### src/core/lc_consts.svh
// Purpose: offsets, field positions and reset values of the cluster
// Assumes: included by its bare name
// Notes: byte addresses on the register bus
`ifndef LC_CONSTS_SVH
`define LC_CONSTS_SVH

`define LC_NCELLS 16
`define LC_POOL_W 64
`define LC_SEL_W 6

// per-cell words sit below the status word, 8 bytes per cell
`define LC_STATUS_OFS 12'h080
`define LC_CTRL_OFS 12'h084
`define LC_CFG_RST 32'h0000_0000
`define LC_CTRL_RST 1'b0

// config word a
`define LC_LUT_MSB 15
`define LC_KIND_LSB 16
`define LC_KIND_MSB 17
`define LC_ARITH_BIT 18
`define LC_CINSEL_BIT 19
`define LC_FBK_BIT 20
`define LC_PACK_BIT 21
`define LC_CHAIN_BIT 22
`define LC_CLKSEL_BIT 23
`define LC_ACLR1_BIT 24
`define LC_ACLR2_BIT 25
`define LC_SLOAD_BIT 26
`define LC_SCLR_BIT 27
`define LC_ORC_BIT 28
`define LC_OLNK_BIT 29
`define LC_OLOC_BIT 30

// config word b: four source selects into the local pool
`define LC_SELA_LSB 0
`define LC_SELB_LSB 6
`define LC_SELC_LSB 12
`define LC_SELD_LSB 18

// control word
`define LC_DEVCLR_EN_BIT 0

`endif

### src/core/lc_pkg.sv
// Purpose: types shared by the logic cluster
// Assumes: constants come from lc_consts.svh
// Notes: none
package lc_pkg;

   typedef enum logic [1:0] {
      FF_D,
      FF_T,
      FF_JK,
      FF_SR
   } ff_kind_e;

   typedef struct packed {
      logic cluster_clock_one;
      logic cluster_clock_two;
      logic cluster_clock_enable_one;
      logic cluster_clock_enable_two;
      logic cluster_async_clear_one;
      logic cluster_async_clear_two;
      logic cluster_sync_clear;
      logic cluster_sync_load;
   } cluster_ctrl_s;

endpackage : lc_pkg

### src/core/logic_cluster.sv
// Purpose: one logic cluster of sixteen logic cells, configured over AHB-Lite
// Assumes: all cell storage runs on hclk; cluster clocks are sampled
// Notes: cluster clocks, clears and loads are pins, so they are synchronised
//
// Notes on behaviour
// - each cell register acts as a D, T, JK or SR flip-flop
// - every register has data, clock, clock enable and clear inputs
// - each cell has a four-input table computing any function
// - combinational functions bypass the register to the cell outputs
// - three outputs, each picks table result or register independently
// - packed register takes separate data and ignores synchronous load
// - register may feed own table; registered and unregistered out
// - register chain feeds next cell register inside the cluster
// - carry chain links cells; cluster carry in and out extend it
// - six cell inputs: four data, carry in, register chain in
// - clock, clear, load and enable reach every cell in both modes
// - normal mode table; one input is carry in or fourth data
// - normal mode supports packing and register feedback
// - arithmetic mode makes a 1-bit full adder with carry out
// - arithmetic mode keeps feedback, packing and dual outputs
// - exactly 16 cells with controls, chains and local routing
// - local routing fed by row, column, own cells and neighbours
// - each cell output reaches up to 48 cells locally and by links
// - clock and clear from any source, enable only pins or logic
// - carry chain continues vertically through clusters in a column
// - two clocks, two enables, two clears, one sclr, one sload
// - each clock paired with an enable that stops it
// - optional device-wide clear resets all registers, top priority
//
// Register access over AHB-Lite and the address map were chosen for this implementation.
`timescale 1ns/1ps
`include "lc_consts.svh"

module logic_cluster (
   input wire logic hclk,
   input wire logic hresetn,
   input wire logic hsel,
   input wire logic [31:0] haddr,
   input wire logic [1:0] htrans,
   input wire logic hwrite,
   input wire logic [2:0] hsize,
   input wire logic [31:0] hwdata,
   input wire logic hready,
   output logic hreadyout,
   output logic hresp,
   output logic [31:0] hrdata,
   input wire lc_pkg::cluster_ctrl_s cluster_ctrl,
   input wire logic device_wide_clear_n,
   input wire logic [15:0] row_col_in,
   input wire logic [15:0] left_link_in,
   input wire logic [15:0] right_link_in,
   input wire logic carry_in,
   input wire logic reg_chain_in,
   output logic [15:0] row_col_out,
   output logic [15:0] link_out,
   output logic [15:0] local_out,
   output logic carry_out,
   output logic reg_chain_out
);

   function automatic logic lut4(
      input logic [15:0] mask,
      input logic [3:0] idx
   );
      return mask[idx];
   endfunction : lut4

   function automatic logic cell_hit(
      input logic [11:0] a,
      input logic [3:0] idx,
      input logic wb
   );
      return (a < `LC_STATUS_OFS) && (a[6:3] == idx) && (a[2] == wb)
         && (a[1:0] == 2'h0);
   endfunction : cell_hit

   logic [31:0] cfg_a_ff [`LC_NCELLS];
   logic [31:0] cfg_b_ff [`LC_NCELLS];
   logic devclr_en_ff;
   logic [15:0] q_ff;

   // bus slave
   logic [11:0] addr_ff;
   logic wr_ff;
   logic rd_ff;
   logic [31:0] hrdata_ff;
   logic [31:0] rd_mux;
   logic accept;

   assign accept = hsel & htrans[1] & hready;
   // reads take one wait state so read data comes from a flop
   assign hreadyout = ~rd_ff;
   assign hresp = 1'b0;
   assign hrdata = hrdata_ff;

   always_ff @(posedge hclk or negedge hresetn) begin
      if (!hresetn) begin
         addr_ff <= 12'h000;
         wr_ff <= 1'b0;
         rd_ff <= 1'b0;
      end else if (hready) begin
         wr_ff <= accept & hwrite;
         rd_ff <= accept & ~hwrite;
         if (accept) begin
            addr_ff <= haddr[11:0];
         end
      end else begin
         wr_ff <= 1'b0;
         rd_ff <= 1'b0;
      end
   end

   always_comb begin
      rd_mux = 32'h0000_0000;
      if (addr_ff == `LC_STATUS_OFS) begin
         rd_mux = {16'h0000, q_ff};
      end else if (addr_ff == `LC_CTRL_OFS) begin
         rd_mux = {31'h0000_0000, devclr_en_ff};
      end else if ((addr_ff < `LC_STATUS_OFS) && (addr_ff[1:0] == 2'h0)) begin
         rd_mux = addr_ff[2] ? cfg_b_ff[addr_ff[6:3]] : cfg_a_ff[addr_ff[6:3]];
      end
   end

   always_ff @(posedge hclk or negedge hresetn) begin
      if (!hresetn) begin
         hrdata_ff <= 32'h0000_0000;
      end else if (rd_ff) begin
         hrdata_ff <= rd_mux;
      end
   end

   always_ff @(posedge hclk or negedge hresetn) begin
      if (!hresetn) begin
         devclr_en_ff <= `LC_CTRL_RST;
      end else if (wr_ff && hready && (addr_ff == `LC_CTRL_OFS)) begin
         devclr_en_ff <= hwdata[`LC_DEVCLR_EN_BIT];
      end
   end

   // control synchronisers; stage three only serves edge detection
   logic [7:0] ctl_s1_ff;
   logic [7:0] ctl_s2_ff;
   logic [7:0] ctl_s3_ff;
   logic devclr_s1_ff;
   logic devclr_s2_ff;
   lc_pkg::cluster_ctrl_s ctl;
   lc_pkg::cluster_ctrl_s ctl_old;

   always_ff @(posedge hclk or negedge hresetn) begin
      if (!hresetn) begin
         ctl_s1_ff <= 8'h00;
         ctl_s2_ff <= 8'h00;
         ctl_s3_ff <= 8'h00;
      end else begin
         ctl_s1_ff <= cluster_ctrl;
         ctl_s2_ff <= ctl_s1_ff;
         ctl_s3_ff <= ctl_s2_ff;
      end
   end

   always_ff @(posedge hclk or negedge hresetn) begin
      if (!hresetn) begin
         devclr_s1_ff <= 1'b1;
         devclr_s2_ff <= 1'b1;
      end else begin
         devclr_s1_ff <= device_wide_clear_n;
         devclr_s2_ff <= devclr_s1_ff;
      end
   end

   assign ctl = lc_pkg::cluster_ctrl_s'(ctl_s2_ff);
   assign ctl_old = lc_pkg::cluster_ctrl_s'(ctl_s3_ff);

   // the full set of six cluster controls plus two clocks
   // an enable low swallows the whole clock edge, not just a cell
   logic edge_one;
   logic edge_two;
   logic devclr_act;

   assign edge_one = ctl.cluster_clock_one & ~ctl_old.cluster_clock_one
      & ctl.cluster_clock_enable_one;
   assign edge_two = ctl.cluster_clock_two & ~ctl_old.cluster_clock_two
      & ctl.cluster_clock_enable_two;
   // clock and clear may be driven by any source that reaches the pins;
   // enable is only ever a pin or logic level, never a clock net
   assign devclr_act = devclr_en_ff & ~devclr_s2_ff;

   // local interconnect pool
   // own cells enter registered, so routing can never form a comb loop
   logic [`LC_POOL_W-1:0] pool;
   assign pool = {right_link_in, left_link_in, row_col_in, q_ff};

   logic [16:0] cy;
   logic [16:0] rc;
   assign cy[0] = carry_in;
   assign carry_out = cy[16];
   assign rc = {q_ff, reg_chain_in};
   assign reg_chain_out = q_ff[15];

   // sixteen identical cells
   for (genvar i = 0; i < `LC_NCELLS; i++) begin : g_cell
      logic [31:0] ca;
      logic [31:0] cb;
      logic da;
      logic db;
      logic dc;
      logic dd;
      logic in_a;
      logic in_d;
      logic lut_o;
      logic co;
      logic dsrc;
      logic aclr;
      logic ev;
      logic nxt_q;

      always_ff @(posedge hclk or negedge hresetn) begin
         if (!hresetn) begin
            cfg_a_ff[i] <= `LC_CFG_RST;
         end else if (wr_ff && hready && cell_hit(addr_ff, 4'(i), 1'b0)) begin
            cfg_a_ff[i] <= hwdata;
         end
      end

      always_ff @(posedge hclk or negedge hresetn) begin
         if (!hresetn) begin
            cfg_b_ff[i] <= `LC_CFG_RST;
         end else if (wr_ff && hready && cell_hit(addr_ff, 4'(i), 1'b1)) begin
            cfg_b_ff[i] <= hwdata;
         end
      end

      assign ca = cfg_a_ff[i];
      assign cb = cfg_b_ff[i];

      // four data inputs from local routing, plus carry and chain
      assign da = pool[cb[`LC_SELA_LSB +: `LC_SEL_W]];
      assign db = pool[cb[`LC_SELB_LSB +: `LC_SEL_W]];
      assign dc = pool[cb[`LC_SELC_LSB +: `LC_SEL_W]];
      assign dd = pool[cb[`LC_SELD_LSB +: `LC_SEL_W]];

      // register feedback into own table
      assign in_a = ca[`LC_FBK_BIT] ? q_ff[i] : da;
      assign in_d = ca[`LC_CINSEL_BIT] ? cy[i] : dd;

      // arithmetic: low half of the mask is the sum, high half the carry
      // carry leaves through its own net so cy has continuous drivers only
      always_comb begin
         if (ca[`LC_ARITH_BIT]) begin
            lut_o = lut4(ca[`LC_LUT_MSB:0], {1'b0, cy[i], db, in_a});
            co = lut4(ca[`LC_LUT_MSB:0], {1'b1, cy[i], db, in_a});
         end else begin
            lut_o = lut4(ca[`LC_LUT_MSB:0], {in_d, dc, db, in_a});
            co = cy[i];
         end
      end

      assign cy[i+1] = co;

      // packed: register takes fourth input, unrelated to the table
      always_comb begin
         if (ca[`LC_CHAIN_BIT]) begin
            dsrc = rc[i];
         end else if (ca[`LC_PACK_BIT]) begin
            dsrc = dd;
         end else begin
            dsrc = lut_o;
         end
      end

      always_comb begin
         case (lc_pkg::ff_kind_e'(ca[`LC_KIND_MSB:`LC_KIND_LSB]))
            lc_pkg::FF_D: begin
               nxt_q = dsrc;
            end
            lc_pkg::FF_T: begin
               nxt_q = q_ff[i] ^ dsrc;
            end
            lc_pkg::FF_JK: begin
               nxt_q = (dsrc & ~q_ff[i]) | (~dc & q_ff[i]);
            end
            lc_pkg::FF_SR: begin
               nxt_q = dsrc | (~dc & q_ff[i]);
            end
            default: begin
               nxt_q = q_ff[i];
            end
         endcase
      end

      // clock select and per-cell clear select
      assign ev = ca[`LC_CLKSEL_BIT] ? edge_two : edge_one;
      assign aclr = (ca[`LC_ACLR1_BIT] & ctl.cluster_async_clear_one)
         | (ca[`LC_ACLR2_BIT] & ctl.cluster_async_clear_two);

      always_ff @(posedge hclk or negedge hresetn) begin
         if (!hresetn) begin
            q_ff[i] <= 1'b0;
         end else if (devclr_act) begin
            q_ff[i] <= 1'b0;
         end else if (aclr) begin
            q_ff[i] <= 1'b0;
         end else if (ev) begin
            if (ca[`LC_SCLR_BIT] && ctl.cluster_sync_clear) begin
               q_ff[i] <= 1'b0;
            end else if (ca[`LC_SLOAD_BIT] && !ca[`LC_PACK_BIT]
               && ctl.cluster_sync_load) begin
               q_ff[i] <= dd;
            end else begin
               q_ff[i] <= nxt_q;
            end
         end
      end

      // each output picks table or register; table path is a bypass
      assign row_col_out[i] = ca[`LC_ORC_BIT] ? q_ff[i] : lut_o;
      // link_out drives both neighbours' pools: 16 + 16 cells
      assign link_out[i] = ca[`LC_OLNK_BIT] ? q_ff[i] : lut_o;
      assign local_out[i] = ca[`LC_OLOC_BIT] ? q_ff[i] : lut_o;
   end

endmodule : logic_cluster

### config.mk
export PLATFORM = sky130hd
export DESIGN_NAME = logic_cluster
export DESIGN_NICKNAME = d
export VERILOG_FILES = /design/src/core/lc_pkg.sv /design/src/core/logic_cluster.sv
export VERILOG_INCLUDE_DIRS = /design/src /design/src/core
export SDC_FILE = /design/constraint.sdc
export NUM_CORES = 2
export LEC_CHECK = 0
export ABC_CLOCK_PERIOD_IN_PS = 9800
export BUFFER_PORTS_ARGS = -buffer_cell sky130_fd_sc_hd__buf_2
export CORE_AREA = 2 2 473 475
export DETAILED_ROUTE_END_ITERATION = 12
export DIE_AREA = 0 0 475 477
export PLACE_DENSITY_LB_ADDON = 0.2
export SYNTH_ARGS = -nofsm -noshare
export SYNTH_HDL_FRONTEND = slang
export SYNTH_SLANG_ARGS = --single-unit
export TNS_END_PERCENT = 1
### constraint.sdc
create_clock -name hclk -period 9.8 [get_ports hclk]
set_clock_uncertainty 0.15 [all_clocks]
set_input_delay 1.47 -clock hclk [delete_from_list [all_inputs] [get_ports hclk]]
set_output_delay 1.47 -clock hclk [all_outputs]
set_load 0.02 [all_outputs]
After elaboration in Yosys (flattened, before gate mapping)
Index checks and enable logic that the tools add are counted.

word-level totals
  word-level logic and storage cells = 1119
  flip-flop bits (word level) = 1113

cells by class
  magnitude comparators = 114
  bitwise gates (word level) = 176
  mux-type cells = 492
  reductions and logical operators = 214
  equality and inequality tests = 65

operators with widths
  kind                                                                            number
  6-bit by 7-bit less-than comparator with 1-bit output (second input constant)   64
  1-bit binary-select mux with 6-bit select                                       64
  1-bit two-way mux                                                               354
  32-bit binary-select mux with 4-bit select                                      2
  32-bit two-way mux                                                              8
  1-bit logical AND                                                               163
  4-bit by 5-bit less-than comparator with 1-bit output (second input constant)   32
  1-bit binary-select mux with 3-bit select                                       32
  3-bit by 5-bit less-than comparator with 1-bit output (second input constant)   16
  1-bit bitwise AND                                                               73
  1-bit binary-select mux with 4-bit select                                       16
  2-bit == test (second input constant)                                           32
  1-bit one-hot mux with 4 select lines                                           16
  1-bit OR                                                                        48
  3-bit nonzero test                                                              16
  1-bit inverter                                                                  38
  2-bit logical NOT                                                               17
  2-bit by 1-bit == test with 1-bit output (second input constant)                16
  4-bit == test (second input constant)                                           8
  12-bit by 8-bit == test with 1-bit output (second input constant)               2
  4-bit by 3-bit == test with 1-bit output (second input constant)                4
  1-bit logical NOT                                                               16
  1-bit XOR                                                                       16
  12-bit by 8-bit less-than comparator with 1-bit output (second input constant)  1
  other kinds (6)                                                                 7

Depth between registers and ports, before layout
  depth after elaboration = 62
  gate-level depth with buffers = 35
  depth with buffers taken out = 31

Worst setup path before layout
Ideal clock, no wire load.

  kind = input -> output
  start = in row_col_in[3]
  end = out link_out[14]
  path buffers = 2
  data arrival time = 8.055 ns
  stages = 21
  setup slack = 0.125 ns
  path through = clkbuf_1 > mux4_2 > mux4_2 > mux4_2 > mux2i_4 > mux4_2 > a211oi_1 > o21ai_2 > and3_1 > or4_4 > a22o_1 > and4_4 > or4_1 > buf_2 > a211o_1 > nand4_4 > mux2i_4 > mux2i_4 > mux2_2 > or3_1 > o21ai_1

on the way
  cells in the longest elaborated chain, start to end = 50

ends and longest elaborated chain
  what                                       RTL line              RTL
  start, declared                            logic_cluster.sv:49   input wire logic [15:0] row_col_in,
  1-bit binary-select mux with 6-bit select  logic_cluster.sv:237  assign da = pool[cb[`LC_SELA_LSB +: `LC_SEL_W]];
  1-bit two-way mux                          logic_cluster.sv:237
  1-bit two-way mux                          logic_cluster.sv:243  assign in_a = ca[`LC_FBK_BIT] ? q_ff[i] : da;
  1-bit binary-select mux with 3-bit select  logic_cluster.sv:65   return mask[idx];
  1-bit two-way mux (not written as such)    logic_cluster.sv:65
  1-bit two-way mux                          logic_cluster.sv:249  if (ca[`LC_ARITH_BIT]) begin
  1-bit binary-select mux with 3-bit select  logic_cluster.sv:65
  1-bit two-way mux (not written as such)    logic_cluster.sv:65
  (+34 left out)                             n/a
  1-bit binary-select mux with 3-bit select  logic_cluster.sv:65
  1-bit two-way mux (not written as such)    logic_cluster.sv:65
  1-bit two-way mux                          logic_cluster.sv:249
  1-bit two-way mux                          logic_cluster.sv:244  assign in_d = ca[`LC_CINSEL_BIT] ? cy[i] : dd;
  1-bit binary-select mux with 4-bit select  logic_cluster.sv:65
  1-bit two-way mux (not written as such)    logic_cluster.sv:65
  1-bit two-way mux *                        logic_cluster.sv:249
  1-bit two-way mux *                        logic_cluster.sv:318  assign link_out[i] = ca[`LC_OLNK_BIT] ? q_ff[i] : lut_o;
  end, declared                              logic_cluster.sv:55   output logic [15:0] link_out,

Every way passes the cells marked *; elsewhere a longest branch is shown, timed or not. The select of a mux whose other input is x is not followed.

Worst setup path after layout
  start = in left_link_in[5]
  end = out link_out[14]

on the way
  cells in the longest elaborated chain, start to end = 50

ends and longest elaborated chain
  what                                       RTL line              RTL
  start, declared                            logic_cluster.sv:50   input wire logic [15:0] left_link_in,
  1-bit binary-select mux with 6-bit select  logic_cluster.sv:237
  1-bit two-way mux                          logic_cluster.sv:237
  1-bit two-way mux                          logic_cluster.sv:243
  1-bit binary-select mux with 3-bit select  logic_cluster.sv:65
  1-bit two-way mux (not written as such)    logic_cluster.sv:65
  1-bit two-way mux                          logic_cluster.sv:249
  1-bit binary-select mux with 3-bit select  logic_cluster.sv:65
  1-bit two-way mux (not written as such)    logic_cluster.sv:65
  (+34 left out)                             n/a
  1-bit binary-select mux with 3-bit select  logic_cluster.sv:65
  1-bit two-way mux (not written as such)    logic_cluster.sv:65
  1-bit two-way mux                          logic_cluster.sv:249
  1-bit two-way mux                          logic_cluster.sv:244
  1-bit binary-select mux with 4-bit select  logic_cluster.sv:65
  1-bit two-way mux (not written as such)    logic_cluster.sv:65
  1-bit two-way mux *                        logic_cluster.sv:249
  1-bit two-way mux *                        logic_cluster.sv:318

Marks and branches as above.

==> impl_results.md <==
* Initial Utilization at 0.399
* DP HPWL at ~250 mm
* Logic pwr share at 0.283
* Skew-Pair Late Insertion Delay at 0.85 ns
* Leak Pwr at approximately 39 nW
* Commonest non-fill, non-tap cells in the layout: 1,664 x mux4_2, 1,082 x dfrtp_1, 1,075 x mux2_2
* # fillers at 19,400
* Die H at between 400 and 500 µm
* Critical Path Start Type: primary input
* Inserted Clock Buffers at roughly 140
* Placed Cells at ~8,600
* Post-route ant nets at 0
* Sequential group share of total power at 0.337
* Drt via density at 7.43
* Die area at 227,000 µm²
* Pre-CTS setup slack at -0.707 ns
* Post-synth top area cell: mux4_2
* Fin Hold WS at 0.193 ns
* Fin. max-slew vios at 0
* Synth-to-Final Area Change at 12.1%
* Final cell count without fillers at a little under 9,000
* Post-Synth Adder-Cell Area at 0.00227
* Vias post-DR at between 60,000 and 70,000
* Number of synthesis warnings at 0
* Seq/Total Area, Yosys at 0.314
* Syn Std Cell Area at between 80,000 and 90,000 µm²
* Slowest stage delay, CP at between 0.5 and 0.6 ns
* Most common cell after layout, fill and taps aside: mux4_2
* Initial antenna violation count at 30
* Design Area, Final at between 90,000 and 100,000 µm²
* Core Footprint at 221,000 µm²
* Die width at about 480 µm
* Vias in the first global route at around 65,000
* Clock Path Buffers at 3
* Yosys cell types at 83
* Final net count at a little under 6,000
* Number of max-cap violations at 0
* Internal cell power at around 9.3 mW
* Multi-input logic area at 56,800 µm²
* Reg clk slew, reported paths at 0.06 ns
* CTS sink cnt at about 1,100
* DRT iter0 DRCs at between 9,000 and 10,000
* Largest net degree at the start of global routing at ~170
* Remaining global-route overflow at 0
* Reg2reg path depth at 31
* Switching share of power at 0.348
* Seq cells post-synth at 1,107
* FF/Latch Area at 27,800 µm²
* Compound-cell area share of the yosys netlist at 0.0268
* WS Path Type: primary input to output port
* Share of layout cells above drive strength 1 at 0.643
* Ys async rst share at 1.00
* Row Count at between 150 and 200
* Crit. End Element: output port
* Failing checks: setup timing
* Overall Global Routing Usage at 0.332
* DRC at 0
* Status: finished, violations left
* Critical Path Start: left_link_in[5]
* Worst-path fanout max at 9
* DRT Wirelength at about 380 mm
* First-pass GRT wire length at 530 mm
* Final setup viols at 7
* Crit path time final at roughly 10 ns
* Met2 Use GR at 0.482
* CP endpoint: link_out[14]
* Main combinational cell family by area after synthesis: multiplexers
* CTS tree: done
* Post-DP Area at approximately 94,000 µm²
* Reg2reg setup slack at between 1 and 1.5 ns
* Wire per inst at 42.7 µm
* I/O Buffers at ~190
* Most used DFF post-synth: dfrtp_1
* Slew margin rel. at 0.211
* First-pass iteration count of the detailed router at 6
* Global Route met1 Usage at 0.425
* Worst vdd ir at 0.207 mV
* Hold path cells at 0
* Hold_buf cts at 0
* Final worst path period share at 1.02
* Reg2reg start: pool[6]
* Unrepaired setup endpoints after global routing: true
* Switching Power at 5.00 mW
* PD cells at 145 nW/µm²
* Hold Path Class: flop to flop
* Cells after synthesis at slightly below 6,000
* Simple-gate share of the synthesized area at 0.0251
* Syn nets at slightly above 6,000
* Htree depth at 4
* WP data required at 8.18 ns
* Clk pwr share at 0.381
* Ports at about 220
* Hold Fails Final Rpt at 0
* Top area cells in the synthesized netlist: mux4_2 42%, dfrtp_1 31%, mux2_2 14%, clkbuf_1 3.6%, mux2i_1 1.9%
* Post-synth EDFFs at 0
* Least-Margin Pin Slew at about 1.2 ns
* Avg Inst Size Synth at about 15 µm²
* Final WS setup at -0.231 ns
* Busiest grt layer: met2
* GPL Wtd Cong at around 0.96
* Critical path data arrival time at ~8.4 ns
* CP max stage cell: mux4_2
* Mux share of post-synthesis cell area at 0.585
* Global routing usage on met3 at 0.130
* XOR/XNOR Fraction of Synth Area at 0
* Fmax at ~0.1 GHz
* Synth top area share at 0.424
* FF-to-FF End: pool[14]
* Root buffer cell: clkbuf_16
==> area by class of cell <==
class                   instances  area share
multi-input cells            3770       0.574
flip-flops and latches       1107       0.281
repair buffers                691      0.0564
clock buffers                 187      0.0387
well taps                    2975      0.0376
clock inverters                59     0.00947
inverters                      57     0.00216
diodes                         20    0.000506
==> worst min-delay path by stage <==
| stage | slack (ns) | end | start |
|---|---|---|---|
| after floorplan | 0.18 | ctl[0] | ctl_s1_ff[0] |
| after global placement | 0.18 | ctl[2] | ctl_s1_ff[2] |
| after detailed placement | 0.18 | ctl[1] | ctl_s1_ff[1] |
| after CTS | 0.20 | ctl[4] | ctl_s1_ff[4] |
| after global routing | 0.20 | ctl[6] | ctl_s1_ff[6] |
| final | 0.19 | ctl[4] | ctl_s1_ff[4] |
==> registers in the layout, indices dropped and copies added, names as in the netlist <==
register	cells
g_cell.ca	512
g_cell.cb	512
hrdata	32
pool	15
addr_ff	12
ctl	8
ctl_s1_ff	8
ctl_old	2
devclr_en_ff	1
devclr_s1_ff	1
devclr_s2_ff	1
rd_ff	1
reg_chain_out	1
wr_ff	1
==> per-stage QoR <==
step	power, mW	setup TNS (ns)	util
after global routing	14.6	-3.06	0.447
after global placement	8.73	-5.84	0.423
final	14.3	-1.33	0.447
after detailed placement	8.77	-5.99	0.423
after floorplan	6.85	0	-
after CTS	14.2	-2.31	0.446
==> power by group through the flow <==
stage | combinational (mW) | clock, mW | sequential [mW]
6_report | 4.06 | 5.46 | 4.83
5_1_grt | 4.08 | 5.70 | 4.82
4_1_cts | 3.89 | 5.52 | 4.82
3_5_place_dp | 3.86 | 0 | 4.91
3_3_place_gp | 3.83 | 0 | 4.90
2_1_floorplan | 2.10 | 0 | 4.76
==> cells by family (layout without fill, tap and decap cells) <==
logic type               Yosys count  after routing
AO/OA/AOI/OAI                    359            359
adder cells (fa/ha/maj)           16             16
buffers and inverters           1084            994
flip-flops                      1107           1107
multiplexers                    2925           2925
other                              1             21
AND/OR/NAND/NOR                  469            469
==> cells in the mapped netlist, types with 6 or more instances <==
cell,instances
and2_1,9
mux4_2,1661
nor4_1,7
nand3b_1,20
a31oi_1,10
nand2b_1,15
a211o_1,7
o21a_1,8
o211ai_1,6
o22ai_1,10
clkbuf_1,857
mux2i_1,171
dfrtp_1,1105
a2111oi_0,6
mux4_1,11
a221oi_1,11
a221o_1,14
o21ai_1,7
nand4_1,12
o31ai_1,8
nor2_1,144
nor2b_1,28
ha_1,16
o21ai_0,91
inv_1,55
a211oi_1,17
buf_1,144
buf_4,8
nor3_1,15
mux2_2,1077
a22oi_1,18
nand3_1,32
buf_2,15
o2bb2ai_1,16
a21oi_1,89
nand2_1,155
==> repair_timing <==
action / in CTS / in global routing
pin swaps: 13 / 25
endpoints found under the setup margin: 16 / 19
resized for setup: 43 / 49
setup buffers: 7 / 5
==> routing by layer <==
metal  routed length (µm)  vias to the layer above
met4                25800                       28
met1               134000                    35300
met2               166000                     5429
met5                  401                        -
li1                     -                    23900
met3                52700                     1302
==> worst max-delay path, delay by kind of cell <==
family	cells	cell delay, ns
multiplexers	7	3.10
AND/OR/NAND/NOR	8	2.06
AO/OA/AOI/OAI	5	0.99
buffers and inverters	5	0.75
No activity file was read; power rests on OpenSTA's default activity.
